## src/inc/rsr_pkg.sv

```systemverilog
/*
  Constants of the reset source recorder.
  Assumes one system clock at 200 MHz.
*/
`default_nettype none
package rsr_pkg;
  // APB register byte offsets
  localparam logic [7:0] RSR_OFS_STAT0 = 8'h00;
  localparam logic [7:0] RSR_OFS_STAT1 = 8'h04;
  localparam logic [7:0] RSR_OFS_STAT2 = 8'h08;
  localparam logic [7:0] RSR_OFS_CFG = 8'h0C;
  localparam logic [7:0] RSR_OFS_MON = 8'h10;
  localparam logic [7:0] RSR_OFS_CTRL = 8'h14;
  localparam logic [7:0] RSR_OFS_ERR = 8'h18;
  // Status 0 fields
  localparam int RSR_S0_POR = 0;
  localparam int RSR_S0_MON0 = 1;
  // Status 1 fields
  localparam int RSR_S1_IWD = 0;
  localparam int RSR_S1_WWD = 1;
  localparam int RSR_S1_SW = 2;
  localparam int RSR_S1_PAR = 3;
  localparam int RSR_S1_ECC = 4;
  localparam int RSR_S1_FLT = 5;
  // Config fields
  localparam int RSR_CFG_IWD_RST = 0;
  localparam int RSR_CFG_WWD_RST = 1;
  localparam int RSR_CFG_PAR_RST = 2;
  localparam int RSR_CFG_ECC_RST = 3;
  localparam logic [31:0] RSR_CFG_RST = 32'h0000_000F;
  // Monitor n: bit 4n enable, 4n+1 reset mode, 4n+3:4n+2 level
  localparam int RSR_MON_EN = 0;
  localparam int RSR_MON_RST = 1;
  localparam int RSR_MON_LVL = 2;
  localparam int RSR_MON_STRIDE = 4;
  localparam logic [1:0] RSR_LVL_MAX = 2'h2;
  localparam int RSR_CTRL_SWREQ = 0;
  localparam int RSR_CTRL_LOAD = 1;
  // Hold times in ns and derived counts
  localparam int RSR_CLK_MHZ = 200;
  localparam int RSR_T_WDOG_NS = 100;
  localparam int RSR_T_SW_NS = 200;
  localparam int RSR_T_MON_NS = 1000;
  localparam int RSR_WDOG_CYC = (RSR_T_WDOG_NS * RSR_CLK_MHZ + 999) / 1000;
  localparam int RSR_SW_CYC = (RSR_T_SW_NS * RSR_CLK_MHZ + 999) / 1000;
  localparam int RSR_MON_CYC = (RSR_T_MON_NS * RSR_CLK_MHZ + 999) / 1000;
  localparam int RSR_CNT_W = 10;
  // Reset timer states
  typedef enum logic [1:0] {
    RSR_IDLE = 2'b00,
    RSR_HOLD = 2'b01,
    RSR_WAIT = 2'b10
  } rsr_state_t;
endpackage
`default_nettype wire

```

## src/rtl/rsr_reset_recorder.sv

```systemverilog
/*
  Reset source recorder: times the internal reset
  for each request and keeps sticky cause flags
  readable over APB.
  Assumes nrst is the power-on reset; the internal reset it drives does
  not reset this block, so the flags survive the resets they record.
*/
// The APB interface to the registers and the register offsets are this design's own decisions.
// Overview of operation
// RQ1 - Independent watchdog underflow: reset or NMI, flag
// RQ2 - Windowed watchdog overflow: reset or NMI, flag
// RQ3 - Independent watchdog reset self-releases
// RQ4 - Windowed watchdog reset self-releases
// RQ5 - Three supply monitors, interrupt or reset each
// RQ6 - Each monitor threshold selects one of three
// RQ7 - Release only after supply settles
// RQ8 - Monitors off after power-on; option word enables
// RQ9 - Monitor reset sets its own cause flag
// RQ10 - Core reset request bit makes software reset
// RQ11 - Software reset held fixed time then released
// RQ12 - Fault resets need no enabling
// RQ13 - Cold/warm flag cleared only by power-on
// RQ14 - Writing one sets cold/warm flag; zero ignored
// RQ15 - Even parity per byte, checked on read
// RQ16 - ECC corrects one, detects two bit errors
// RQ17 - Parity error can trigger dedicated reset
// RQ18 - Power-on sets its flag; pin reset clears
// RQ19 - Software reset sets its own cause flag
// RQ20 - Cause flags survive the reset they record
`default_nettype none
module rsr_reset_recorder
  import rsr_pkg::*;
(
  input wire logic core_clk, // System clock
  input wire logic nrst, // Power-on reset, active low
  input wire logic clk_en, // Freezes state when low
  input wire logic psel, // APB select
  input wire logic penable, // APB enable
  input wire logic pwrite, // APB direction
  input wire logic [7:0] paddr, // APB byte address
  input wire logic [31:0] pwdata, // APB write data
  output logic [31:0] prdata, // APB read data
  output logic pready, // APB ready
  output logic pslverr, // APB error
  input wire logic indep_watchdog_underflow, // Watchdog underflow pulse
  input wire logic windowed_watchdog_overflow, // Watchdog overflow pulse
  input wire logic [2:0] supply_below, // Monitor comparators, 1 = low
  output logic [5:0] supply_monitor_level, // Two-bit level per monitor
  input wire logic [11:0] option_setting_word, // Monitor setup word
  input wire logic system_reset_request_bit, // Core reset request
  input wire logic [2:0] periph_fault, // Bus/stack fault requests
  input wire logic external_reset_pin_n, // Pin reset, active low
  input wire logic sram_rd_par, // Parity area read strobe
  input wire logic sram_rd_ecc, // ECC area read strobe
  input wire logic [31:0] sram_rd_data, // SRAM read word
  input wire logic [3:0] sram_rd_par_bits, // Stored parity
  input wire logic [6:0] sram_rd_chk, // Stored ECC bits
  output logic [31:0] sram_cor_data, // Corrected ECC word
  output logic internal_reset, // Internal reset, active high
  output logic nmi_req, // Non-maskable interrupt pulse
  output logic [2:0] supply_irq // Monitor interrupt pulses
);
  logic [31:0] cfg_r;
  logic [11:0] mon_r;
  logic [3:0] stat0_r;
  logic [5:0] stat1_r;
  logic cws_r;
  logic [2:0] err_r;
  logic swreq_r;
  rsr_state_t state_r;
  logic [RSR_CNT_W-1:0] cnt_r;
  logic [RSR_CNT_W-1:0] hold_nxt;
  logic mon_hold_r;
  logic [2:0] below_r;
  logic par_err, ecc_single, ecc_double;
  logic wr, rd;
  logic iwd_rst, wwd_rst, par_rst, ecc_rst, flt_rst;
  logic [2:0] mon_rst, mon_irq;
  logic start;
  logic [31:0] rdata;

  // Monitor field fetch used for each of the three monitors
  function automatic logic mon_bit(input logic [11:0] m, input int n,
                                   input int f);
    return m[n*RSR_MON_STRIDE + f];
  endfunction

  assign wr = psel && penable && pwrite && pready;
  assign rd = psel && !penable && !pwrite;

  // Request decode
  assign iwd_rst = indep_watchdog_underflow &&
                   cfg_r[RSR_CFG_IWD_RST]; // RQ1
  assign wwd_rst = windowed_watchdog_overflow &&
                   cfg_r[RSR_CFG_WWD_RST]; // RQ2
  assign par_rst = par_err && cfg_r[RSR_CFG_PAR_RST]; // RQ17
  assign ecc_rst = ecc_double && cfg_r[RSR_CFG_ECC_RST];
  assign flt_rst = |periph_fault; // RQ12
  always_comb begin
    for (int n = 0; n < 3; n++) begin
      // Disabled monitors stay silent
      mon_rst[n] = supply_below[n] && !below_r[n] &&
                   mon_bit(mon_r, n, RSR_MON_EN) &&
                   mon_bit(mon_r, n, RSR_MON_RST); // RQ5
      mon_irq[n] = supply_below[n] && !below_r[n] &&
                   mon_bit(mon_r, n, RSR_MON_EN) &&
                   !mon_bit(mon_r, n, RSR_MON_RST); // RQ5
    end
  end
  assign start = iwd_rst || wwd_rst || par_rst || ecc_rst || flt_rst ||
                 swreq_r || (|mon_rst);

  // Hold count for the request being started; longest wins
  always_comb begin
    hold_nxt = RSR_CNT_W'(RSR_WDOG_CYC); // RQ3 RQ4
    if (swreq_r || par_rst || ecc_rst || flt_rst) begin
      hold_nxt = RSR_CNT_W'(RSR_SW_CYC); // RQ11
    end
  end

  // Comparator edge history
  always_ff @(posedge core_clk or negedge nrst) begin
    if (!nrst) begin
      below_r <= '0;
    end else if (clk_en) begin
      below_r <= supply_below;
    end
  end

  // Software reset request from the core, gated by internal_reset, or from a CTRL write
  always_ff @(posedge core_clk or negedge nrst) begin
    if (!nrst) begin
      swreq_r <= 1'b0;
    end else if (clk_en) begin
      swreq_r <= system_reset_request_bit && !internal_reset ||
                 (wr && paddr == RSR_OFS_CTRL &&
                  pwdata[RSR_CTRL_SWREQ]); // RQ10
    end
  end

  // Reset timer: hold, then wait for supply recovery if a monitor fired
  always_ff @(posedge core_clk or negedge nrst) begin
    if (!nrst) begin
      state_r <= RSR_IDLE;
      cnt_r <= '0;
      mon_hold_r <= 1'b0;
      internal_reset <= 1'b0;
    end else if (clk_en) begin
      case (state_r)
        RSR_IDLE: begin
          if (start) begin
            state_r <= RSR_HOLD;
            cnt_r <= hold_nxt;
            mon_hold_r <= |mon_rst;
            internal_reset <= 1'b1;
          end
        end
        RSR_HOLD: begin
          if (|mon_rst) begin
            mon_hold_r <= 1'b1;
          end
          if (cnt_r > RSR_CNT_W'(1)) begin
            cnt_r <= cnt_r - RSR_CNT_W'(1); // RQ3 RQ4 RQ11
          end else if (mon_hold_r) begin
            state_r <= RSR_WAIT;
            cnt_r <= RSR_CNT_W'(RSR_MON_CYC);
          end else begin
            state_r <= RSR_IDLE;
            internal_reset <= 1'b0;
          end
        end
        RSR_WAIT: begin
          // Stabilization restarts while any supply is still low
          if (|supply_below) begin
            cnt_r <= RSR_CNT_W'(RSR_MON_CYC); // RQ7
          end else if (cnt_r > RSR_CNT_W'(1)) begin
            cnt_r <= cnt_r - RSR_CNT_W'(1);
          end else begin
            state_r <= RSR_IDLE;
            mon_hold_r <= 1'b0;
            internal_reset <= 1'b0; // RQ7
          end
        end
        default: begin
          state_r <= RSR_IDLE;
          internal_reset <= 1'b0;
        end
      endcase
    end
  end

  // Watchdog NMI and monitor interrupts
  always_ff @(posedge core_clk or negedge nrst) begin
    if (!nrst) begin
      nmi_req <= 1'b0;
      supply_irq <= '0;
    end else if (clk_en) begin
      nmi_req <= (indep_watchdog_underflow && !cfg_r[RSR_CFG_IWD_RST]) ||
                 (windowed_watchdog_overflow &&
                  !cfg_r[RSR_CFG_WWD_RST]); // RQ1 RQ2
      supply_irq <= mon_irq; // RQ5
    end
  end

  // Status 0: power-on and monitor flags; only nrst initializes
  always_ff @(posedge core_clk or negedge nrst) begin
    if (!nrst) begin
      stat0_r <= 4'h1; // RQ18
    end else if (clk_en) begin
      if (!external_reset_pin_n) begin
        stat0_r[RSR_S0_POR] <= 1'b0; // RQ18
      end else if (wr && paddr == RSR_OFS_STAT0 && pwdata[RSR_S0_POR]) begin
        stat0_r[RSR_S0_POR] <= 1'b0;
      end
      for (int n = 0; n < 3; n++) begin
        if (mon_rst[n]) begin
          stat0_r[RSR_S0_MON0 + n] <= 1'b1; // RQ9 RQ20
        end else if (wr && paddr == RSR_OFS_STAT0 &&
                     pwdata[RSR_S0_MON0 + n]) begin
          stat0_r[RSR_S0_MON0 + n] <= 1'b0;
        end
      end
    end
  end

  // Status 1: cause flags, set wins over write-one-to-clear
  always_ff @(posedge core_clk or negedge nrst) begin
    if (!nrst) begin
      stat1_r <= '0;
    end else if (clk_en) begin
      for (int b = 0; b < 6; b++) begin
        if (wr && paddr == RSR_OFS_STAT1 && pwdata[b]) begin
          stat1_r[b] <= 1'b0;
        end
      end
      if (indep_watchdog_underflow) stat1_r[RSR_S1_IWD] <= 1'b1; // RQ1 RQ20
      if (windowed_watchdog_overflow) stat1_r[RSR_S1_WWD] <= 1'b1; // RQ2 RQ20
      if (swreq_r) stat1_r[RSR_S1_SW] <= 1'b1; // RQ19
      if (par_rst) stat1_r[RSR_S1_PAR] <= 1'b1; // RQ17
      if (ecc_rst) stat1_r[RSR_S1_ECC] <= 1'b1;
      if (flt_rst) stat1_r[RSR_S1_FLT] <= 1'b1; // RQ12
    end
  end

  // Cold/warm flag: only power-on clears, software may only set
  always_ff @(posedge core_clk or negedge nrst) begin
    if (!nrst) begin
      cws_r <= 1'b0; // RQ13
    end else if (clk_en) begin
      if (wr && paddr == RSR_OFS_STAT2 && pwdata[0]) begin
        cws_r <= 1'b1; // RQ14
      end
    end
  end

  // Config; monitors load only from the option word
  always_ff @(posedge core_clk or negedge nrst) begin
    if (!nrst) begin
      cfg_r <= RSR_CFG_RST;
      mon_r <= '0; // RQ8
    end else if (clk_en) begin
      if (wr && paddr == RSR_OFS_CFG) begin
        cfg_r <= pwdata & RSR_CFG_RST;
      end
      if (wr && paddr == RSR_OFS_CTRL && pwdata[RSR_CTRL_LOAD]) begin
        mon_r <= option_setting_word; // RQ8
      end
    end
  end

  // Thresholds to the comparators, clamped to level 2
  always_ff @(posedge core_clk or negedge nrst) begin
    if (!nrst) begin
      supply_monitor_level <= '0;
    end else if (clk_en) begin
      for (int n = 0; n < 3; n++) begin
        supply_monitor_level[2*n +: 2] <=
          (mon_r[n*RSR_MON_STRIDE + RSR_MON_LVL +: 2] > RSR_LVL_MAX) ?
          RSR_LVL_MAX : mon_r[n*RSR_MON_STRIDE + RSR_MON_LVL +: 2]; // RQ6
      end
    end
  end

  // Sticky SRAM error flags
  always_ff @(posedge core_clk or negedge nrst) begin
    if (!nrst) begin
      err_r <= '0;
    end else if (clk_en) begin
      if (wr && paddr == RSR_OFS_ERR) begin
        err_r <= err_r & ~pwdata[2:0];
      end
      if (par_err) err_r[0] <= 1'b1;
      if (ecc_single) err_r[1] <= 1'b1;
      if (ecc_double) err_r[2] <= 1'b1;
    end
  end

  // Read mux
  always_comb begin
    rdata = '0;
    case (paddr)
      RSR_OFS_STAT0: rdata[3:0] = stat0_r;
      RSR_OFS_STAT1: rdata[5:0] = stat1_r;
      RSR_OFS_STAT2: rdata[0] = cws_r;
      RSR_OFS_CFG: rdata = cfg_r;
      RSR_OFS_MON: rdata[11:0] = mon_r;
      RSR_OFS_CTRL: rdata[1:0] = {1'b0, swreq_r};
      RSR_OFS_ERR: rdata[2:0] = err_r;
      default: rdata = '0;
    endcase
  end

  // APB slave: no wait state, data and ready registered
  always_ff @(posedge core_clk or negedge nrst) begin
    if (!nrst) begin
      prdata <= '0;
      pready <= 1'b0;
      pslverr <= 1'b0;
    end else if (clk_en) begin
      pready <= psel && !penable;
      pslverr <= psel && !penable && (paddr[1:0] != 2'h0 ||
                 paddr > RSR_OFS_ERR);
      if (rd) begin
        prdata <= rdata;
      end
    end
  end

  rsr_sram_check u_check (
    .core_clk(core_clk),
    .nrst(nrst),
    .clk_en(clk_en),
    .rd_par(sram_rd_par),
    .rd_data(sram_rd_data),
    .rd_par_bits(sram_rd_par_bits),
    .rd_ecc(sram_rd_ecc),
    .rd_chk(sram_rd_chk),
    .cor_data(sram_cor_data),
    .par_err(par_err),
    .ecc_single(ecc_single),
    .ecc_double(ecc_double)
  );
endmodule
`default_nettype wire

```

## src/rtl/rsr_sram_check.sv

```systemverilog
/*
  SRAM check: even parity per byte, or SEC-DED Hamming
  (32 data, 7 check bits) for the ECC area.
  Assumes read data and stored check bits arrive with a read strobe.
*/
`default_nettype none
module rsr_sram_check
  import rsr_pkg::*;
(
  input wire logic core_clk, // System clock
  input wire logic nrst, // Power-on reset, active low
  input wire logic clk_en, // Freezes state when low
  input wire logic rd_par, // Read strobe, parity area
  input wire logic [31:0] rd_data, // Read data word
  input wire logic [3:0] rd_par_bits, // Stored parity bits
  input wire logic rd_ecc, // Read strobe, ECC area
  input wire logic [6:0] rd_chk, // Stored check bits
  output logic [31:0] cor_data, // Corrected ECC data
  output logic par_err, // Parity error pulse
  output logic ecc_single, // Corrected single error pulse
  output logic ecc_double // Uncorrectable error pulse
);
  logic [38:0] cw;
  logic [5:0] syn;
  logic ovr;
  logic [3:0] par_bad;

  // Hamming layout, data at non-power positions
  function automatic logic [38:0] spread(input logic [31:0] d);
    logic [38:0] c;
    int k;
    c = '0;
    k = 0;
    for (int i = 1; i < 39; i++) begin
      if ((i & (i - 1)) != 0) begin
        c[i] = d[k];
        k++;
      end
    end
    return c;
  endfunction

  // Syndrome, overall parity and parity per byte
  always_comb begin
    cw = spread(rd_data);
    for (int b = 0; b < 6; b++) begin
      cw[1 << b] = rd_chk[b];
    end
    syn = '0;
    for (int i = 1; i < 39; i++) begin
      if (cw[i]) begin
        syn = syn ^ 6'(i);
      end
    end
    ovr = ^cw[38:1] ^ rd_chk[6];
    for (int b = 0; b < 4; b++) begin
      par_bad[b] = ^{rd_data[8*b +: 8], rd_par_bits[b]}; // RQ15
    end
  end

  // Registered results; a single error is flipped back in place
  always_ff @(posedge core_clk or negedge nrst) begin
    if (!nrst) begin
      cor_data <= '0;
      par_err <= 1'b0;
      ecc_single <= 1'b0;
      ecc_double <= 1'b0;
    end else if (clk_en) begin
      par_err <= rd_par && (par_bad != 4'h0); // RQ15
      ecc_single <= rd_ecc && ovr; // RQ16
      ecc_double <= rd_ecc && !ovr && (syn != 6'h00); // RQ16
      cor_data <= rd_data;
      if (rd_ecc && ovr) begin
        int k;
        k = 0;
        for (int i = 1; i < 39; i++) begin
          if ((i & (i - 1)) != 0) begin
            if (6'(i) == syn) begin
              cor_data[k] <= ~rd_data[k]; // RQ16
            end
            k++;
          end
        end
      end
    end
  end
endmodule
`default_nettype wire

```

## config.mk

```make
export PLATFORM = sky130hd
export DESIGN_NAME = rsr_reset_recorder
export DESIGN_NICKNAME = d
export VERILOG_FILES = /design/src/inc/rsr_pkg.sv /design/src/rtl/rsr_reset_recorder.sv /design/src/rtl/rsr_sram_check.sv
export SDC_FILE = /design/constraint.sdc
export NUM_CORES = 1
export LEC_CHECK = 0
export ABC_AREA = 1
export BUFFER_PORTS_ARGS = -buffer_cell sky130_fd_sc_hd__buf_2
export CAP_MARGIN = 10
export CORE_MARGIN = 8
export CORE_UTILIZATION = 40
export CTS_CLUSTER_DIAMETER = 80
export DETAILED_ROUTE_END_ITERATION = 6
export GPL_TIMING_DRIVEN = 1
export PLACE_DENSITY = 0.74
export REMOVE_ABC_BUFFERS = 1
export SLEW_MARGIN = 20
export SYNTH_ARGS = -nofsm -noshare
export SYNTH_HDL_FRONTEND = slang
export SYNTH_SLANG_ARGS = --single-unit
```

## constraint.sdc

```tcl
create_clock -name core_clk -period 2.2 [get_ports core_clk]
set_input_delay 0.44 -clock core_clk [delete_from_list [all_inputs] [get_ports core_clk]]
set_output_delay 0.44 -clock core_clk [all_outputs]
set_load 0.01 [all_outputs]
```

==> parameters.txt, run 1 <==
Parameter                              Value

Floorplanning
  Chip height    156 µm
  Number of cell rows    51
  Boundary pin count    190
  Die X    around 160 µm
  Initial Utilization    40.4%
  Die Outline Area    24,200 µm²
  Placeable core region    19,300 µm²

Placement
  Number of buffers added on ports    143
  Gp weighted congestion    a little over 0.9
  Total cell area at the placement stage    between 9000 and 10,000 µm²
  Placed wire-length estimate after detailed placement    18,700 µm

Clocking
  Clock latency on the worst-skew pair    360 ps
  TritonCTS clock tree    yes
  CTS buffer count    9
  Cts-stage hold buffer count    0
  Sinks on Clock Net    107
  Clock transition at path regs    80 ps
  Clock tree buffer depth    2
  Buffer cell driving the clock tree root    clkbuf_16
  H-tree Lvls    3

STA
  Pin slew with the least headroom to its limit    about 640 ps
  Min cycle time layout    approximately 2100 ps
  Worst Hold Margin    125 ps
  Final Skew    ~9.5 ps
  Max transition margin    57.5%
  Total negative setup slack    0 ps
  Finish-stage setup viols    0
  Fmax achieved    between 0.4 and 0.5 GHz
  Number of max-slew violations in the final report    0
  Final hold violations    0
  Post-route fraction of the period consumed by the critical path    between 90% and 100%

Yosys
  Share of flip-flops with an asynchronous set or reset after synthesis    between 90% and 100%
  Synthesized netlist cell count    1,127
  Number of flops mapped to enable cells by yosys    0
  Register bit total from synthesis    about 110
  Post-Syn Area    approximately 8000 µm²
  Fraction of the yosys area taken by sequential cells    34.4%
  Post-synth top flop    dfrtp_1
  Number of unique standard cell types used by synthesis    54
  Yosys warns    0
  Mapped Avg Cell Area    6.92 µm²

Critical path
  Startpoint types    primary input
  Arrival time at the worst endpoint    2350 ps
  Critical path class    primary input to register
  Maximum net fanout on the critical path    8
  Critical register-to-register path endpoint    cnt_r[2]
  Launch point of the worst path    sram_rd_data[20]
  CP endpoint kind    register
  Setup slack of the most critical reg-to-reg path    220 ps
  Beginning of the worst register-to-register path    cnt_r[4]
  Termination of the worst setup path    u_check.cor_data[16]
  Reg2Reg Depth    9
  Required time of the worst setup path    2450 ps

Global route
  Initial antenna violation count    1
  Global-route usage over all layers    19.7%
  Pin count of the biggest net entering global routing    108
  Via count of the first global-routing pass    roughly 7,500
  First-pass GRT wire length    roughly 38,000 µm
  Residual overflow from global routing    0

Pwr
  Highest ir drop seen on vdd    361 µV
  Lkg Pwr    5.32 nW
  Cell Pwr Density    709 nW/µm²

Drt
  Via density per instance    4.89
  Routed wire length    23,700 µm
  1st-iter DRT viols    519
  First-pass DRT Iterations    5
  Wire per inst    14.6 µm
  Post-route antenna net violation count    0
  Final routed DRC violation total    0
  DR vias    7,935

Finish
  Fraction of layout cells with a size suffix above 1    28.2%
  N_diodes    0
  Layout fillers    around 1,900
  Final net count    ~1,500
  Area delta synth->final    26.7%
  Post-route cell area    9890 µm²

Job
  Max Cap Violations    0

Hold path
  Min-delay worst type    primary input to asynchronous set/reset pin

Run status
  Outcome    completed
repair_timing:
item	in CTS	in global routing
pin swaps	0	16
endpoints found under the setup margin	1	34
buffers inserted	0	3
gates cloned	0	1
gates resized for setup	1	53
hold endpoints to repair	0	0
state kept, by name, indices dropped and copies added (netlist names), 2 cells and up:
name	flops
u_check.cor_data	32
err_r	3
supply_irq	3
supply_monitor_level	6
cfg_r	4
cnt_r	10
stat1_r	6
prdata	12
below_r	3
mon_r	12
stat0_r	4
state_r	2
metal layers:
layer | vias up | GRT usage [%] | routed length, µm | share of wire [%]
li1 | 3998 | - | - | -
met1 | 3641 | 24.9 | 10400 | 44
met2 | 261 | 32.6 | 10900 | 46
met3 | 33 | 5.37 | 1850 | 7.8
met4 | 2 | 5.27 | 547 | 2.3
met5 | - | 0 | 9 | 0.038
worst max-delay path: stages:
cell	delay [ps]
buf_2	130
inv_2	90
nand2_1	50
nand2_1	100
nand2_1	70
nand2_2	80
inv_2	60
nand2_2	90
nand2_4	80
xnor2_4	210
inv_2	60
nand2_4	80
nand3_4	120
nor2_4	260
clkbuf_16	200
nand3_1	70
nand3_1	90
nand2_1	60
report_power, final:
group / internal (W) / leakage [nW] / switching (W) / total [W]
combinational: 0.00116 / 3.85 / 0.00185 / 0.00301
clock: 0.000811 / 0.146 / 0.000834 / 0.00164
sequential: 0.00219 / 1.33 / 0.000172 / 0.00236
cell families (layout without fill, tap and decap cells):
group / after synthesis / in the layout / share of synthesized area, %
xor gates and xnor gates: 51 / 51 / 6.16
muxes: 15 / 15 / 2.16
AOI/OAI and AO/OA: 96 / 96 / 7.41
DFF: 107 / 107 / 34.4
buffers and inverters: 184 / 396 / 11.4
other: 1 / 20 / 0.0481
adders and majority gates: 6 / 6 / 0.962
and+or+nand+nor: 667 / 667 / 37.5
worst min path at each step:
stage | slack [ps] | start | end
floorplan | 140 | nrst | below_r[0]
global placement | 440 | cws_r | cws_r
detailed placement | 460 | u_check.cor_data[30] | u_check.cor_data[30]
CTS | 180 | nrst | supply_irq[0]
global route | 200 | nrst | internal_reset
finish | 130 | nrst | supply_irq[0]
cell usage after synthesis, drive strengths merged, types with 2 or more instances:
master	number	area share (%)
dfstp	5	1.7
ha	6	0.96
xor2	30	3.5
a31oi	2	0.16
clkbuf	10	0.48
nand4	20	1.6
nor2	82	5.1
xnor2	21	2.7
nor3	10	0.64
a221oi	6	0.67
inv	126	6.1
dfrtp	102	33
a21oi	16	1.0
o21ai	48	3.1
nand2	426	21
buf	48	4.8
a21o	3	0.29
o22ai	2	0.16
a22o	6	0.67
o31ai	6	0.58
mux2	15	2.2
nand3b	2	0.19
or2	7	0.56
nor4	3	0.24
nand3	116	7.7
cell type report:
class	instances	area, µm²	area share [%]
multi-input cells	855	4440	44.9
flip-flops and latches	107	2690	27.2
inverters	126	483	4.88
clock buffers	9	225	2.28
repair buffers	254	1650	16.7
clock inverters	7	80.1	0.810
well taps	265	332	3.35
placed cells by master (no fill, tap or decap), drive strengths merged:
master / n
nand2: 426
buf: 250
inv: 129
nand3: 116
dfrtp: 102
nor2: 82
o21ai: 48
xor2: 30
xnor2: 21
nand4: 20
conb: 20
a21oi: 16
mux2: 15
clkbuf: 13
nor3: 10
or2: 7
a221oi: 6
o31ai: 6
a22o: 6
ha: 6
dfstp: 5
nor4: 3
a21o: 3
clkinv: 3
o22ai: 2
a31oi: 2
nand3b: 2
a32o: 1
and2: 1
a41oi: 1
o221ai: 1
o211ai: 1
o32ai: 1
o21a: 1
a311oi: 1
clkinvlp: 1
through the flow:
step	std cells	util [%]	worst slack, ps	total power, W
2_1_floorplan	1088	-	-50.5	0.00415
5_1_grt	1623	51.1	-23.4	0.00754
6_report	1623	51.1	94.2	0.00701
3_5_place_dp	1603	48.5	-255	0.00526
4_1_cts	1619	50.1	21.0	0.00695
3_3_place_gp	1603	48.5	-208	0.00520
Note: power is estimated with default switching activity, not from simulation.
==> run 2: changes to the inputs <==
CORE_UTILIZATION = 55   (was 40)
PLACE_DENSITY = 0.93   (was 0.74)
==> run 2 against run 1 <==
Core utilization is 19 points higher. Register-to-register slack worse by 130 ps. Critical endpoint is now u_check.cor_data[20]. Largest cell class unchanged. Largest power group unchanged. Critical path type unchanged. First-iteration DRC count rose by 47%. Clock skew increased by 2.2 ps. Sequential share of layout area rose by 0.28 points. Critical path depth up 3.
==> parameters.txt, run 2 (synthesis results as in run 1) <==
Parameter                              Value

Finish
  Final net count    1,475 (+0.20%)
  Utilization after layout    70.5% (+19 points)
  Post-route cell area    9790 µm² (-1.1%)
  Leading cell type in the layout, fill and taps excluded    nand2_1
  N_diodes    0 (unchanged)
  Area delta synth->final    25.4%
  Most used cells in the layout excluding fill and tap cells    nand2_1, buf_2, nand3_1, buf_4, dfrtp_1
  Max reg flops    32 (unchanged)
  Register containing the most flip-flops in the final layout    u_check.cor_data
  Top flop regs    u_check.cor_data x32, mon_r x12, prdata x12
  Fraction of layout cells with a size suffix above 1    27.8% (-0.36 points)

Run status
  Outcome    completed

Clocking
  TritonCTS clock tree    yes
  Clock transition at path regs    70 ps (about the same)
  H-tree Lvls    3 (unchanged)
  Buffer cell driving the clock tree root    clkbuf_16
  Clock latency on the worst-skew pair    360 ps (about the same)
  CTS buffer count    9 (unchanged)
  Clock tree buffer depth    2 (unchanged)
  Sinks on Clock Net    107 (unchanged)
  Cts-stage hold buffer count    0 (unchanged)

Critical path
  Critical register-to-register path endpoint    cnt_r[8]
  Critical path class    primary input to register
  Startpoint types    primary input
  Required time of the worst setup path    2490 ps (+40 ps)
  CP endpoint kind    register
  Reg2Reg Depth    11 (+2)
  Maximum net fanout on the critical path    7 (-1)
  Beginning of the worst register-to-register path    cnt_r[0]
  Arrival time at the worst endpoint    2460 ps (+110 ps)
  Setup slack of the most critical reg-to-reg path    90 ps (-130 ps)

Drt
  1st-iter DRT viols    762 (+47%)
  Routed wire length    23,200 µm (-1.8%)
  Final routed DRC violation total    0 (unchanged)
  Wire per inst    15.1 µm (+3.5%)
  Via density per instance    5.36 (+9.6%)
  First-pass DRT Iterations    5 (unchanged)
  DR vias    8,255 (+4.0%)
  Post-route antenna net violation count    0 (unchanged)
  Total length of routed met3 wires    2170 µm (+17%)
  Routed length on met2    11,200 µm (+2.8%)
  M1 wire length    9250 µm (-11%)
  Highest metal used    met4

Placement
  Total cell area at the placement stage    9290 µm² (-1.0%)
  Gp weighted congestion    0.983 (+7.4%)
  Placed wire-length estimate after detailed placement    18,300 µm (-2.4%)
  Number of buffers added on ports    143 (unchanged)

Hold path
  Min-delay worst type    primary input to asynchronous set/reset pin

Floorplanning
  Boundary pin count    190 (unchanged)
  Initial Utilization    56.2% (+16 points)
  Die Outline Area    18,300 µm² (-25%)
  Die X    135 µm (-13%)
  Chip height    135 µm (-13%)
  Placeable core region    13,900 µm² (-28%)
  Number of cell rows    43 (-16%)

STA
  Worst Hold Margin    62.8 ps (-62.5 ps)
  Pin slew with the least headroom to its limit    538 ps (-99.5 ps)
  Total negative setup slack    0 ps (unchanged)
  Max transition margin    64.1% (+6.6 points)
  Fmax achieved    0.460 GHz (-3.1%)
  Finish-stage setup viols    0 (unchanged)
  Number of max-slew violations in the final report    0 (unchanged)
  Post-route fraction of the period consumed by the critical path    98.8% (+3.1 points)
  Min cycle time layout    2170 ps (+68.3 ps)
  Unrepaired setup endpoints after global routing    yes
  Final Skew    11.7 ps (+2.16 ps)
  Final hold violations    0 (unchanged)

Global route
  Residual overflow from global routing    0 (unchanged)
  Pin count of the biggest net entering global routing    50 (-54%)
  Global-route usage over all layers    24.9% (+5.2 points)
  Via count of the first global-routing pass    7,706 (+2.3%)
  Initial antenna violation count    0 (-1)
  First-pass GRT wire length    36,900 µm (-2.7%)

Pwr
  Design Power    0.00691 W (-1.5%)
  Cell Pwr Density    706 nW/µm² (-0.50%)
  Highest ir drop seen on vdd    432 µV (+19%)
  Lkg Pwr    5.33 nW (+0.24%)

Job
  Max Cap Violations    0 (unchanged)
[run 2: cell count changes in the layout (fill, tap and decap cells not counted), sizes merged]
cell	delta
clkbuf	+4
clkinvlp	-1
[run 2: metal layers]
metal / track usage (%) / vias up
met5: 0 / -
met4: 9.62 / 0
met3: 4.94 / 50
met2: 42.6 / 401
met1: 30.3 / 3798
li1: - / 4006
[run 2: power by group]
part | internal, W | total, W | switching [W] | leakage [nW]
combinational | 0.00116 | 0.00302 | 0.00186 | 3.87
clock | 0.000783 | 0.00152 | 0.000740 | 0.139
sequential | 0.00219 | 0.00236 | 0.000174 | 1.33
total | 0.00413 | 0.00691 | 0.00277 | 5.33
[run 2: what timing repair did]
item	CTS	global route
pin swaps	0	13
buffers inserted	0	5
gates resized for setup	1	46
gates cloned	0	2
endpoints found under the setup margin	1	34
[run 2: critical path: stages]
cell	delay (ps)
clkbuf_4	140
inv_2	50
nand2_1	80
nand2_2	80
nand2_1	100
nand2_2	90
nand2_2	90
inv_2	40
nor2_2	100
nand2_1	90
nand3_1	120
nand2_1	80
nand2_2	100
nand3_4	140
nor2_4	170
buf_12	140
buf_12	120
nand3_1	60
nand2_1	70
nand3_1	80
nand2_1	80
[run 2: how the worst max path moves through the flow]
| stage | slack (ps) | to | start | cells past startpoint |
|---|---|---|---|---|
| finish | 30 | u_check.cor_data[20] | sram_rd_data[3] | 21 |
| global route | -110 | u_check.cor_data[20] | sram_rd_data[3] | 21 |
| CTS | 10 | cnt_r[8] | cnt_r[0] | 11 |
| detailed placement | -240 | u_check.cor_data[25] | sram_rd_data[2] | 19 |
| global placement | -180 | u_check.cor_data[31] | sram_rd_data[17] | 17 |
| floorplan | -50 | prdata[1] | clk_en | 7 |
[run 2: layout make-up]
| class | count | area (µm²) |
|---|---|---|
| clock buffer | 10 | 229 |
| tap | 180 | 225 |
| sequential | 107 | 2680 |
| fill | 1142 | 4100 |
| inverter | 126 | 480 |
| clock inverter | 6 | 47.5 |
| timing repair buffer | 257 | 1730 |
| multi-input combinational | 855 | 4390 |
[run 2: stage by stage]
step	instances	worst slack (ps)
2_1_floorplan	1088	-50.5
3_3_place_gp	1518	-179
3_5_place_dp	1518	-245
4_1_cts	1534	14.2
5_1_grt	1541	-111
6_report	1541	25.9
==> run 3: changes to the inputs <==
ABC_AREA = default   (was 1)
CORE_MARGIN = 4   (was 8)
CORE_UTILIZATION = 53   (was 55)
PLACE_DENSITY = 0.92   (was 0.93)
==> run 3 against run 2 <==
The flow now finishes with violations (negative setup slack). Highest routed layer unchanged. Count of clock-buffer cells in the layout grew 3. First-iteration DRC count shrank 9.3%. Final cell count shrank 29%.
==> parameters.txt, run 3 <==
Parameter                              Value

Run status
  Outcome    finished, violations left
  Violations in the final reports    negative setup slack

Finish
  Layout fillers    758 (-34%)
  Utilization after layout    75.6% (+5.1 points)
  Max reg flops    32 (unchanged)
  Register containing the most flip-flops in the final layout    u_check.cor_data
  N_diodes    0 (unchanged)
  Layout Cells excl Fill    1,091 (-29%)
  Top flop regs    u_check.cor_data x32, mon_r x12, prdata x12
  Leading cell type in the layout, fill and taps excluded    buf_2
  Final net count    1,033 (-30%)
  Most used cells in the layout excluding fill and tap cells    buf_2, buf_4, dfrtp_1, nand2_1, nor2_1
  Fraction of layout cells with a size suffix above 1    45.2% (+17 points)
  Post-route cell area    9550 µm² (-2.5%)
  Area delta synth->final    39.3%

Pwr
  Comb power frac    57.8% (+14 points)
  Clock group share of total power    17.4% (-4.7 points)
  Cell Pwr Density    978 nW/µm² (+39%)
  Int Power    0.00562 W (+36%)
  Psw    0.00371 W (+34%)
  Sw Share    39.7% (-0.45 points)
  Highest ir drop seen on vdd    1110 µV (+160%)
  Lkg Pwr    4.52 nW (-15%)
  Reg power frac    24.9% (-9.3 points)

Global route
  Residual overflow from global routing    0 (unchanged)
  First-pass GRT wire length    32,300 µm (-12%)
  Global-route usage over all layers    28.2% (+3.2 points)
  Via count of the first global-routing pass    6,244 (-19%)
  Initial antenna violation count    0 (unchanged)
  Pin count of the biggest net entering global routing    108 (+120%)

Floorplanning
  Die Outline Area    14,800 µm² (-19%)
  Chip height    122 µm (-9.9%)
  Die X    122 µm (-9.9%)
  Initial Utilization    54.3% (-1.9 points)
  Boundary pin count    190 (unchanged)
  Number of cell rows    41 (-4.7%)
  Placeable core region    12,600 µm² (-9.1%)

Placement
  Number of placed instances, taps included    1,054 (-31%)
  Number of buffers added on ports    143 (unchanged)
  Placed wire-length estimate after detailed placement    14,700 µm (-19%)
  Gp weighted congestion    0.912 (-7.2%)
  Total cell area at the placement stage    8420 µm² (-9.4%)
  Pre-CTS worst setup slack    -728 ps (-484 ps)

STA
  Post-route fraction of the period consumed by the critical path    118% (+19 points)
  Finish-stage setup viols    34 (+34)
  Total negative setup slack    -8820 ps (-8820 ps)
  Number of max-slew violations in the final report    0 (unchanged)
  Unrepaired setup endpoints after global routing    yes
  Final hold violations    0 (unchanged)
  Fmax achieved    0.386 GHz (-16%)
  Post-route setup slack    -389 ps (-415 ps)
  Final Skew    8.71 ps (-2.98 ps)
  Max transition margin    39.4% (-25 points)
  Pin slew with the least headroom to its limit    902 ps (+364 ps)
  Min cycle time layout    2590 ps (+415 ps)

Yosys
  Share of flip-flops with an asynchronous set or reset after synthesis    100% (unchanged)
  Synthesized netlist cell count    658 (-42%)
  Combinational family with the most area after synthesis    XOR/XNOR gates
  Simple-Gate Fraction of Synth Area    14.1% (-23 points)
  Synth top cells by count    dfrtp_1, nand2_1, nor2_1
  Post-synthesis mux area share    4.80% (+2.6 points)
  Register bit total from synthesis    107 (unchanged)
  Area fraction of the dominant cell type after synthesis    37.3% (+4.5 points)
  Yosys warns    0 (unchanged)
  Fraction of the yosys area taken by sequential cells    39.2% (+4.8 points)
  Biggest area consumer among synthesized cells    dfrtp_1
  Number of unique standard cell types used by synthesis    70 (+30%)
  Post-synth top flop    dfrtp_1
  Post-synthesis share of cell area spent on full adders, half adders and majority gates    1.10% (+0.13 points)
  Mapped Avg Cell Area    10.4 µm² (+50%)
  Area fraction in compound gates after synthesis    15.5% (+8.1 points)
  Cell with the most instances after synthesis    dfrtp_1
  Top post-synthesis cells by area    dfrtp_1, xnor3_1, xor2_1
  Post-Syn Area    6850 µm² (-12%)
  Number of flops mapped to enable cells by yosys    0 (unchanged)
  Share of the synthesized netlist area taken by xor and xnor gates    19.4% (+13 points)

Critical path
  Cell type of the slowest stage on the worst timing path    xnor3_1
  Critical Path, Cell by Cell    buf_6, xnor3_1, xnor3_2, xor2_4, xnor2_4, nor3b_4, buf_4, o211ai_1, xor2_1, a21oi_1
  Maximum net fanout on the critical path    5 (-2)
  Required time of the worst setup path    2470 ps (-20 ps)
  Critical path class    primary input to register
  CP endpoint kind    register
  Setup slack of the most critical reg-to-reg path    0 ps (-90 ps)
  Startpoint types    primary input
  Family with the most delay on the worst path    XOR/XNOR gates
  Max stage delay on crit path    400 ps (+230 ps)
  CP Buf/Inv Count    2 (-3)
  Arrival time at the worst endpoint    2860 ps (+400 ps)

Drt
  Final routed DRC violation total    0 (unchanged)
  Routed wire length    22,700 µm (-2.6%)
  First-pass DRT Iterations    7 (+2)
  1st-iter DRT viols    691 (-9.3%)
  Via density per instance    5.85 (+9.2%)
  Post-route antenna net violation count    0 (unchanged)
  DR vias    6,384 (-23%)
  Wire per inst    20.8 µm (+38%)

Clocking
  Clock transition at path regs    70 ps (about the same)
  CTS buffer count    9 (unchanged)
  Cts-stage hold buffer count    0 (unchanged)
  Sinks on Clock Net    107 (unchanged)
  TritonCTS clock tree    yes
  Buffer cell driving the clock tree root    clkbuf_16
  Clock latency on the worst-skew pair    350 ps (about the same)
  Clock tree buffer depth    2 (unchanged)
  H-tree Lvls    3 (unchanged)

Job
  Max Cap Violations    0 (unchanged)

Hold path
  Min-delay worst type    primary input to asynchronous set/reset pin
run 3: cell count changes in the layout (fill, tap and decap cells not counted), moves of 23 or more:
cell     delta
nand2_1   -340
nand3_1    -96
inv_1      -87
buf_6      +29
a21oi_1    +24
inv_2      -23
nand2_2    -23
run 3: final timing paths:
check,start,to,depth (start not counted)
min,nrst,cnt_r[5],2
min reg2reg,prdata[11],prdata[11],2
max,sram_rd_chk[5],u_check.cor_data[23],10
max in group asynchronous,nrst,u_check.cor_data[16],2
max reg2reg,cnt_r[5],mon_hold_r,7
min in group core_clk,pwdata[0],stat0_r[0],2
run 3: timing repair:
| action | CTS | global route |
|---|---|---|
| pin swaps | 30 | 52 |
| setup endpoints to repair | 40 | 52 |
| buffers inserted | 11 | 12 |
| gates resized for setup | 71 | 68 |
| gates cloned | 2 | 1 |
run 3: per-layer routing:
layer,share of wire (%),vias up,track usage (%),wire [µm]
met5,0,-,0,0
met4,4.1,0,10.8,938
met3,8.0,91,5.76,1820
met2,52,420,49.7,11700
met1,36,3076,33.9,8150
li1,-,2797,-,-
run 3: cell type report:
type,count,area [µm²],share of cell area [%]
flip-flops and latches,107,2680,28.1
repair buffers,277,2010,21.1
clock buffers,13,250,2.62
multi-input cells,504,4280,44.9
clock inverters,3,40.0,0.419
well taps,172,215,2.25
inverters,15,61.3,0.642
run 3: kinds of logic after synthesis:
logic type | after synthesis
xor+xnor | 103
other cells | 1
mux | 30
buf+inv | 66
flops | 107
compound gates | 152
simple gates | 193
fa+ha+maj | 6
run 3: through the flow:
step | power [W] | hold WS [ps]
6_report | 0.00933 | 161
5_1_grt | 0.00972 | 202
4_1_cts | 0.00856 | 186
3_5_place_dp | 0.00618 | 460
3_3_place_gp | 0.00603 | 446
2_1_floorplan | 0.00450 | 144
run 3: power by group through the flow:
| stage | Combinational [W] | Clock (W) | Sequential, W |
|---|---|---|---|
| after floorplan | 0.00211 | 0 | 0.00239 |
| after global placement | 0.00369 | 0 | 0.00234 |
| after detailed placement | 0.00384 | 0 | 0.00235 |
| after CTS | 0.00462 | 0.00163 | 0.00232 |
| after global routing | 0.00566 | 0.00172 | 0.00235 |
| final | 0.00539 | 0.00162 | 0.00232 |
